`config.mk`:
```
export PLATFORM = sky130hd
export DESIGN_NAME = mif_top
export DESIGN_NICKNAME = d
export VERILOG_FILES = /design/src/mif_pkg.sv /design/src/mif_evt_if.sv /design/src/mif_top.sv /design/src/mif_event_detect.sv
export SDC_FILE = /design/constraint.sdc
export NUM_CORES = 1
export LEC_CHECK = 0
export BUFFER_PORTS_ARGS = -buffer_cell sky130_fd_sc_hd__buf_2
export CORE_MARGIN = 5
export CORE_UTILIZATION = 44
export CTS_BUF_LIST = sky130_fd_sc_hd__clkbuf_8
export DETAILED_ROUTE_END_ITERATION = 12
export GPL_TIMING_DRIVEN = 0
export PLACE_DENSITY = 0.62
export SLEW_MARGIN = 20
export SYNTH_ARGS = -nofsm -noshare
export SYNTH_HDL_FRONTEND = slang
export SYNTH_SLANG_ARGS = --single-unit
```
`constraint.sdc`:
```
create_clock -name clk_sys_in -period 6 [get_ports clk_sys_in]
set_input_delay 0.3 -clock clk_sys_in [delete_from_list [all_inputs] [get_ports clk_sys_in]]
set_output_delay 0.3 -clock clk_sys_in [all_outputs]
set_load 0.05 [all_outputs]
```
`src/mif_pkg.sv`:
```
// Package with register map, field positions and reset values for the metering interrupt flags.
package mif_pkg;
  // Register indexes; the APB byte address of each register is four times its index.
  localparam logic [7:0] MIF_IDX_ENABLE = 8'h0A;
  localparam logic [7:0] MIF_IDX_STATUS = 8'h0B;
  localparam logic [7:0] MIF_IDX_RSTATUS = 8'h0C;
  localparam logic [7:0] MIF_IDX_PEAKV = 8'h10;
  localparam logic [7:0] MIF_IDX_PEAKI = 8'h11;
  localparam logic [7:0] MIF_IDX_ZXCFG = 8'h12;
  localparam logic [7:0] MIF_IDX_SIGN = 8'h13;
  // Field positions inside the status and enable registers.
  localparam int MIF_BIT_ACT_OVF_POS = 7;
  localparam int MIF_BIT_VPK_POS = 8;
  localparam int MIF_BIT_IPK_POS = 9;
  localparam int MIF_BIT_VAHF_POS = 10;
  localparam int MIF_BIT_VAOF_POS = 11;
  localparam int MIF_BIT_ZX_TMO_POS = 12;
  localparam int MIF_BIT_PWR_UP_POS = 13;
  localparam int MIF_BIT_PWR_DN_POS = 14;
  // Writable and readable bits of the flag registers, bits 7 to 14.
  localparam logic [15:0] MIF_FLAG_MASK = 16'h7F80;
  // Reset values.
  localparam logic [15:0] MIF_RST_FLAGS = 16'h0000;
  localparam logic [15:0] MIF_RST_ENABLE = 16'h0000;
  localparam logic [23:0] MIF_RST_PEAK = 24'hFFFFFF;
  localparam logic [11:0] MIF_RST_ZXCYC = 12'hFFF;
  // Width of the apparent energy accumulator and of waveform samples.
  localparam int MIF_ACC_W = 24;
  localparam int MIF_SMP_W = 24;
  // Sign tracker states.
  typedef enum logic [1:0] {MIF_SGN_UNKNOWN, MIF_SGN_POS, MIF_SGN_NEG} mif_sign_e;
endpackage

```
`src/mif_evt_if.sv`:
```
// Interface carrying event pulses from the event detector to the flag register.
`timescale 1ns/1ps
interface mif_evt_if;
  // One-cycle event pulses, one bit per flag position.
  logic [15:0] evt;
  modport src (output evt);
  modport dst (input evt);
endinterface

```
`src/mif_top.sv`:
```
// Top of the metering interrupt flags: APB register file, sticky flags and interrupt pin.
//
// Added by the designer: the address map and the APB interface to the registers.
`timescale 1ns/1ps
module mif_top (
  // Clock, reset and clock enable.
  input wire logic clk_sys_in,
  input wire logic srst_in,
  input wire logic ce_in,
  // APB slave.
  input wire logic psel_in,
  input wire logic penable_in,
  input wire logic pwrite_in,
  input wire logic [7:0] paddr_in,
  input wire logic [31:0] pwdata_in,
  output logic [31:0] prdata_out,
  output logic pready_out,
  output logic pslverr_out,
  // Measurement inputs from the metering datapath, same clock.
  input wire logic act_ovf_evt_in,
  input wire logic smp_valid_in,
  input wire logic [mif_pkg::MIF_SMP_W-1:0] v_smp_in,
  input wire logic [mif_pkg::MIF_SMP_W-1:0] i_smp_in,
  input wire logic [mif_pkg::MIF_ACC_W-1:0] apparent_energy_accumulator_in,
  input wire logic zx_pulse_in,
  input wire logic cycle_pulse_in,
  input wire logic power_valid_in,
  input wire logic power_neg_in,
  // Open-drain interrupt request pin: output level and enable (low enable drives).
  output logic irq_n_out,
  output logic irq_oe_n_out
);
  import mif_pkg::*;

  // Event pulses from the detector.
  mif_evt_if evt_bus();

  logic [15:0] flags_r, flags_nxt; // Sticky status flags.
  logic [15:0] enable_r, enable_nxt; // Interrupt enable mask.
  logic [23:0] vpk_r, vpk_nxt; // Voltage peak level.
  logic [23:0] ipk_r, ipk_nxt; // Current peak level.
  logic [11:0] zxc_r, zxc_nxt; // Zero crossing timeout in line cycles.
  logic [31:0] prdata_r, prdata_nxt; // Read data register.
  logic pready_r, pready_nxt; // Ready register.
  logic pslverr_r, pslverr_nxt; // Error register.
  logic irq_r, irq_nxt; // Interrupt asserted (active high internally).
  logic [1:0] sign_state; // Detector sign state.
  logic acc_take; // Access phase completing this cycle.
  logic acc_rd; // Completing read.
  logic acc_wr; // Completing write.

  // Decode whether an address maps to a register.
  function automatic logic mif_mapped(input logic [7:0] a);
    mif_mapped = (a == {MIF_IDX_ENABLE[5:0], 2'b00}) || (a == {MIF_IDX_STATUS[5:0], 2'b00}) ||
                 (a == {MIF_IDX_RSTATUS[5:0], 2'b00}) || (a == {MIF_IDX_PEAKV[5:0], 2'b00}) ||
                 (a == {MIF_IDX_PEAKI[5:0], 2'b00}) || (a == {MIF_IDX_ZXCFG[5:0], 2'b00}) ||
                 (a == {MIF_IDX_SIGN[5:0], 2'b00});
  endfunction

  // Byte address of a register index.
  function automatic logic [7:0] mif_addr(input logic [7:0] idx);
    mif_addr = {idx[5:0], 2'b00};
  endfunction

  // Event detector.
  mif_event_detect u_detect (
    .clk_sys_in(clk_sys_in),
    .srst_in(srst_in),
    .ce_in(ce_in),
    .act_ovf_evt_in(act_ovf_evt_in),
    .smp_valid_in(smp_valid_in),
    .v_smp_in(v_smp_in),
    .i_smp_in(i_smp_in),
    .apparent_energy_accumulator_in(apparent_energy_accumulator_in),
    .zx_pulse_in(zx_pulse_in),
    .cycle_pulse_in(cycle_pulse_in),
    .power_valid_in(power_valid_in),
    .power_neg_in(power_neg_in),
    .voltage_peak_level_in(vpk_r),
    .current_peak_level_in(ipk_r),
    .zx_cycles_in(zxc_r),
    .ev(evt_bus.src),
    .sign_state_out(sign_state)
  );

  // The slave answers in the second access cycle: pready is registered and high once.
  assign acc_take = psel_in && penable_in && !pready_r;
  assign acc_rd = acc_take && !pwrite_in;
  assign acc_wr = acc_take && pwrite_in;

  // Next values of the register file, flags and bus answer.
  always_comb begin
    flags_nxt = flags_r;
    enable_nxt = enable_r;
    vpk_nxt = vpk_r;
    ipk_nxt = ipk_r;
    zxc_nxt = zxc_r;
    prdata_nxt = prdata_r;
    pready_nxt = acc_take;
    pslverr_nxt = 1'b0;
    // Clear phase: reading the reset-status register or writing ones to status.
    if (acc_rd && paddr_in == mif_addr(MIF_IDX_RSTATUS)) begin
      flags_nxt = MIF_RST_FLAGS;
    end
    if (acc_wr && paddr_in == mif_addr(MIF_IDX_STATUS)) begin
      // Write-one-to-clear of status bits.
      flags_nxt = flags_nxt & ~(pwdata_in[15:0] & MIF_FLAG_MASK);
    end
    // Events set flags, winning over clears.
    flags_nxt = (flags_nxt | evt_bus.evt) & MIF_FLAG_MASK;
    // Register writes.
    if (acc_wr) begin
      if (paddr_in == mif_addr(MIF_IDX_ENABLE)) begin
        enable_nxt = pwdata_in[15:0] & MIF_FLAG_MASK;
      end else if (paddr_in == mif_addr(MIF_IDX_PEAKV)) begin
        vpk_nxt = pwdata_in[23:0];
      end else if (paddr_in == mif_addr(MIF_IDX_PEAKI)) begin
        ipk_nxt = pwdata_in[23:0];
      end else if (paddr_in == mif_addr(MIF_IDX_ZXCFG)) begin
        zxc_nxt = pwdata_in[11:0];
      end
    end
    // Read data mux; unmapped addresses read zero and flag an error.
    if (acc_take) begin
      prdata_nxt = 32'h00000000;
      if (!mif_mapped(paddr_in)) begin
        pslverr_nxt = 1'b1;
      end else if (!pwrite_in) begin
        if (paddr_in == mif_addr(MIF_IDX_ENABLE)) begin
          prdata_nxt = {16'h0000, enable_r};
        end else if (paddr_in == mif_addr(MIF_IDX_STATUS) ||
                     paddr_in == mif_addr(MIF_IDX_RSTATUS)) begin
          prdata_nxt = {16'h0000, flags_r & MIF_FLAG_MASK};
        end else if (paddr_in == mif_addr(MIF_IDX_PEAKV)) begin
          prdata_nxt = {8'h00, vpk_r};
        end else if (paddr_in == mif_addr(MIF_IDX_PEAKI)) begin
          prdata_nxt = {8'h00, ipk_r};
        end else if (paddr_in == mif_addr(MIF_IDX_ZXCFG)) begin
          prdata_nxt = {20'h00000, zxc_r};
        end else begin
          prdata_nxt = {30'h0, sign_state};
        end
      end
    end
    irq_nxt = |(flags_nxt & enable_nxt);
  end

  // Register stage for all state of the top.
  always_ff @(posedge clk_sys_in) begin
    if (srst_in) begin
      flags_r <= MIF_RST_FLAGS;
      enable_r <= MIF_RST_ENABLE;
      vpk_r <= MIF_RST_PEAK;
      ipk_r <= MIF_RST_PEAK;
      zxc_r <= MIF_RST_ZXCYC;
      prdata_r <= 32'h00000000;
      pready_r <= 1'b0;
      pslverr_r <= 1'b0;
      irq_r <= 1'b0;
    end else if (ce_in) begin
      flags_r <= flags_nxt;
      enable_r <= enable_nxt;
      vpk_r <= vpk_nxt;
      ipk_r <= ipk_nxt;
      zxc_r <= zxc_nxt;
      prdata_r <= prdata_nxt;
      pready_r <= pready_nxt;
      pslverr_r <= pslverr_nxt;
      irq_r <= irq_nxt;
    end
  end

  // Outputs straight from flip-flops, pin level tied low; open drain pulls low by enabling the driver.
  assign prdata_out = prdata_r;
  assign pready_out = pready_r;
  assign pslverr_out = pslverr_r;
  assign irq_n_out = 1'b0;
  assign irq_oe_n_out = ~irq_r;
endmodule

```
`src/mif_event_detect.sv`:
```
// Event detector: peak crossings, half-full and overflow of apparent energy, zero-cross timeout, sign.
`timescale 1ns/1ps
module mif_event_detect (
  // Clock, reset and enable.
  input wire logic clk_sys_in,
  input wire logic srst_in,
  input wire logic ce_in,
  // Measurement inputs on the same clock.
  input wire logic act_ovf_evt_in,
  input wire logic smp_valid_in,
  input wire logic [23:0] v_smp_in,
  input wire logic [23:0] i_smp_in,
  input wire logic [23:0] apparent_energy_accumulator_in,
  input wire logic zx_pulse_in,
  input wire logic cycle_pulse_in,
  input wire logic power_valid_in,
  input wire logic power_neg_in,
  // Configuration from the register file.
  input wire logic [23:0] voltage_peak_level_in,
  input wire logic [23:0] current_peak_level_in,
  input wire logic [11:0] zx_cycles_in,
  // Event pulses towards the flag register.
  mif_evt_if.src ev,
  // Current sign state for readback.
  output logic [1:0] sign_state_out
);
  import mif_pkg::*;

  // Magnitude of a two's complement sample.
  function automatic logic [23:0] mif_abs(input logic [23:0] s);
    mif_abs = s[23] ? 24'(-s) : s;
  endfunction

  logic acc_msb_r, acc_msb_nxt; // Previous top bit of the accumulator.
  logic [11:0] zx_cnt_r, zx_cnt_nxt; // Line cycles since last zero crossing.
  logic zx_armed_r, zx_armed_nxt; // Timeout fires once per silence.
  mif_sign_e sgn_r, sgn_nxt; // Last known power sign.
  logic [15:0] evt_r, evt_nxt; // Registered event pulses.

  // Next-state logic of all detectors.
  always_comb begin
    evt_nxt = 16'h0000;
    acc_msb_nxt = apparent_energy_accumulator_in[MIF_ACC_W-1];
    zx_cnt_nxt = zx_cnt_r;
    zx_armed_nxt = zx_armed_r;
    sgn_nxt = sgn_r;
    evt_nxt[MIF_BIT_ACT_OVF_POS] = act_ovf_evt_in;
    evt_nxt[MIF_BIT_VPK_POS] = smp_valid_in && (mif_abs(v_smp_in) > voltage_peak_level_in);
    evt_nxt[MIF_BIT_IPK_POS] = smp_valid_in && (mif_abs(i_smp_in) > current_peak_level_in);
    evt_nxt[MIF_BIT_VAHF_POS] = !acc_msb_r && apparent_energy_accumulator_in[MIF_ACC_W-1];
    evt_nxt[MIF_BIT_VAOF_POS] = acc_msb_r && !apparent_energy_accumulator_in[MIF_ACC_W-1];
    if (zx_pulse_in) begin
      zx_cnt_nxt = 12'h000;
      zx_armed_nxt = 1'b1;
    end else if (cycle_pulse_in && zx_armed_r) begin
      if (zx_cnt_r + 12'h001 >= zx_cycles_in) begin
        evt_nxt[MIF_BIT_ZX_TMO_POS] = 1'b1;
        zx_armed_nxt = 1'b0;
        zx_cnt_nxt = 12'h000;
      end else begin
        zx_cnt_nxt = zx_cnt_r + 12'h001;
      end
    end
    // Sign change detection on each valid power value.
    if (power_valid_in) begin
      case (sgn_r)
        MIF_SGN_POS: begin
          if (power_neg_in) begin
            evt_nxt[MIF_BIT_PWR_DN_POS] = 1'b1;
          end
        end
        MIF_SGN_NEG: begin
          if (!power_neg_in) begin
            evt_nxt[MIF_BIT_PWR_UP_POS] = 1'b1;
          end
        end
        default: begin
        end
      endcase
      sgn_nxt = power_neg_in ? MIF_SGN_NEG : MIF_SGN_POS;
    end
  end

  // Register the detector state.
  always_ff @(posedge clk_sys_in) begin
    if (srst_in) begin
      acc_msb_r <= 1'b0;
      zx_cnt_r <= 12'h000;
      zx_armed_r <= 1'b1;
      sgn_r <= MIF_SGN_UNKNOWN;
      evt_r <= 16'h0000;
    end else if (ce_in) begin
      acc_msb_r <= acc_msb_nxt;
      zx_cnt_r <= zx_cnt_nxt;
      zx_armed_r <= zx_armed_nxt;
      sgn_r <= sgn_nxt;
      evt_r <= evt_nxt;
    end
  end

  assign ev.evt = evt_r;
  assign sign_state_out = sgn_r;
endmodule

```
==> key figures <==
STA
  – Slew Limit Headroom: roughly a third
  – Final setup vio count: 0
  – Fin Hold WS: ~0.075 ns
  – Final Cycle Share: about 57%
  – Setup TNS: 0 ns
  – Fin. Hold Viols: 0
  – Max Clock Skew: 0.0158 ns
  – Fmax: 291 MHz
  – Worst-margin pin slew: roughly 1.0 ns
  – Final slew viol count: 0
  – Minimum clock period: about 3.4 ns
  – Unrepaired setup endpoints after global routing: false

Setup path
  – Critical Path Fanout Max: 5
  – R2R depth: 13
  – Reg-to-reg critical path endpoint: u_detect.zx_cnt_r[0]
  – Stages on the worst setup path: 12
  – WP data required: around 6.3 ns
  – Crit end category: flip-flop
  – CP top delay family: simple AND/OR/NAND/NOR gates
  – R2R Setup Slk: between 2 and 3 ns
  – WP buf/inv: 1
  – Worst EP arrival: between 3 and 4 ns
  – CP max stage delay: approximately 0.55 ns
  – Cell Chain, Critical Path: buf_2 -> or4_4 -> or4_4 -> or3_4 -> o31ai_4 -> xnor2_1 -> ha_1 -> nand4_1 -> nor4_1 -> nand2_1 -> nor3_1 -> o41ai_1
  – Slowest CP cell: or4_4
  – Nature of the critical path startpoint: input pin
  – CP most frequent cell: or4_4
  – Critical path endpoint: u_detect.ev.evt[8]
  – Setup CP Type: in2reg
  – CP startpoint: v_smp_in[9]
  – FF-to-FF Start: u_detect.zx_cnt_r[0]

Clocking
  – CTS tree: done
  – CTS HTree Levels: 4
  – Worst-Skew Late Latency: around 0.47 ns
  – Clk buf depth: 2
  – Clk root buf: clkbuf_8
  – Clock buffer count from CTS: 17
  – Post_cts resized: 0
  – Clock transition at path regs: roughly 0.080 ns
  – CTS sink cnt: about 130
  – Buffers inserted by post-CTS timing repair: 0
  – Hold-fix buffers, CTS: 0

Yosys
  – Mux cell area share after synthesis: 3.16%
  – Post-synthesis cell area: 0.00803 mm^2
  – Most used DFF post-synth: dfxtp_1
  – XOR/XNOR Fraction of Synth Area: under 10%
  – Synth top area share: a little under a third
  – Yosys warns: 0
  – Most common cell in the netlist: nand2_1
  – Post-synthesis simple-gate area fraction: between 10% and 20%
  – Dominant cell type by area after synthesis: dfxtp_1
  – Cell count after synthesis: 982
  – Cell variety after synth: between 70 and 80
  – Post-synthesis adder-cell area fraction: around a tenth
  – Synth Area in Compound Gates: approximately 23%
  – Flops & latches, synth: between 100 and 150
  – Top cells by count, synth: nand2_1 (149), dfxtp_1 (127), inv_1 (67)
  – Largest family of logic cells by synthesized area: compound AO/OA/AOI/OAI gates
  – Area contributors post-synth: dfxtp_1 (32%), ha_1 (9.8%), nand2_1 (7.0%)
  – Sequential-to-total area share from yosys stat: roughly a third
  – Avg Cell Area, Syn: about 8.2 um^2
  – Post-synth EDFFs: 0
  – Ys async rst share: 0%

Place
  – GP Congestion: ~0.88
  – IO buf count: 118
  – Post-DP HPWL: a little under 20000 um

Finish
  – Antenna diode count: 0
  – Fin nets: 1314
  – # fillers: around 1800
  – Fraction of layout cells with a size suffix above 1: ~18%
  – Area grow syn2layout: 16.4%

Detailed routing
  – Drt drc: 0
  – Routed WL: 25000 um
  – DR vias: between 7000 and 8000
  – Initial DRC Count: approximately 520
  – Pre-Repair DR Iteration Count: 5
  – Vias per inst: around 5.6
  – Final antenna-violating net count: 0
  – Drt wl/cell: ~18 um

Global routing
  – Total grt overflow: 0
  – Vias in the first global route: 7591
  – First-pass GRT wire length: 40000 um
  – Largest net degree at the start of global routing: 17
  – Total GRT Usage: a little under a quarter
  – Initial antenna violation count: 0

Status
  – Status: complete, no violations

Pwr
  – Max IR drop VDD: 0.151 mV
  – Lkg Pwr: around 4.3 nW
  – Overall power: around 1.9 mW
  – Power Dens Cells: around 200 mW/mm^2

Floorplan
  – I/O pin cnt: 160
  – Starting Density: 44.7%
  – Die area: approximately 0.021 mm^2
  – Row Count: between 40 and 50
  – Die Ht: about 150 um
  – Die W: about 150 um
  – Core area: 0.0180 mm^2

Flow run
  – Max_cap viols: 0

Hold path
  – Cells on Worst Hold Path: 3
  – Hold Crit Class: in2reg
==> sequential cells by signal, summed over array words and instances (netlist names) <==
signal	cells
pready_out	1
u_detect.ev.evt	8
irq_r	1
flags_r	8
pslverr_out	1
u_detect.acc_msb_r	1
u_detect.zx_armed_r	1
enable_r	8
ipk_r	24
prdata_out	24
zxc_r	12
u_detect.sign_state_out	2
vpk_r	24
u_detect.zx_cnt_r	12
==> how the worst min path moves through the flow <==
stage / slack [ns] / endpoint / startpoint
final: 0.07 / u_detect.ev.evt[7] / act_ovf_evt_in
after global routing: 0.09 / vpk_r[17] / pwdata_in[17]
after CTS: 0.05 / u_detect.ev.evt[7] / act_ovf_evt_in
after detailed placement: 0.45 / prdata_out[1] / prdata_out[1]
after global placement: 0.44 / prdata_out[1] / prdata_out[1]
after floorplan: 0.42 / u_detect.ev.evt[8] / u_detect.ev.evt[8]
==> through the flow <==
step	area (um^2)	utilization (%)	worst slack (ns)	instances
3_5_place_dp	8940	49.8	2.09	1337
4_1_cts	9350	52.1	2.58	1369
5_1_grt	9350	52.1	2.22	1369
3_3_place_gp	8940	49.8	2.10	1337
6_report	9350	52.1	2.56	1369
2_1_floorplan	8060	-	2.61	990
==> cell usage in the layout, fill, tap and decap left out, types with 9 or more instances in the layout <==
cell type and count:
a211oi_1 12, a21o_1 19, a21oi_1 57, a22oi_1 22
buf_2 128, buf_4 11, clkbuf_1 38, clkbuf_8 18
conb_1 9, dfxtp_1 127, ha_1 63, inv_1 68
mux2i_1 22, nand2_1 149, nand2b_1 11, nand4_1 15
nor2_1 52, o211ai_1 61, o21ai_0 30, o22ai_1 10
o31ai_1 13, xnor2_1 51, xor2_1 11
==> logic make-up (layout without fill, tap and decap cells) <==
logic type / count (synthesis) / count (layout)
mux: 25 / 25
other cells: 1 / 9
flops: 127 / 127
xor+xnor: 62 / 62
buf+inv: 130 / 280
compound gates: 271 / 271
fa+ha+maj: 63 / 63
simple gates: 303 / 303
==> layout make-up <==
cell class / count / area [um^2] / share of cell area [%]
Buffer: 62 / 287 / 3.06
Clock inverter: 14 / 164 / 1.75
Tap cell: 229 / 287 / 3.06
Clock buffer: 18 / 248 / 2.65
Multi-Input combinational cell: 733 / 4980 / 53.2
Inverter: 68 / 255 / 2.73
Sequential cell: 127 / 2540 / 27.2
Timing Repair Buffer: 118 / 591 / 6.32
==> worst reg2reg max path: stages, from the launching register on <==
cell and delay (ns):
dfxtp_1 0.41, and3_1 0.24, nand3_1 0.16, or2_2 0.32, clkbuf_1 0.17, nor2_1 0.15
xor2_1 0.20, ha_1 0.27, a21o_1 0.18, a21o_1 0.17, a21oi_1 0.22, o211ai_1 0.18
clkbuf_1 0.29, a211oi_1 0.30
==> power by group <==
group	internal, mW	switching (mW)
Clock	0.421	0.375
Combinational	0.0930	0.158
Sequential	0.847	0.00513
==> per-layer routing <==
metal | GRT usage, % | vias up | part of all wire [%]
met1 | 31.3 | 3536 | 45
met5 | 0 | - | 0
li1 | - | 3800 | -
met2 | 37.5 | 237 | 45
met4 | 8.63 | 0 | 3.1
met3 | 5.02 | 52 | 6.3
Power figures use the tool's default switching activity.
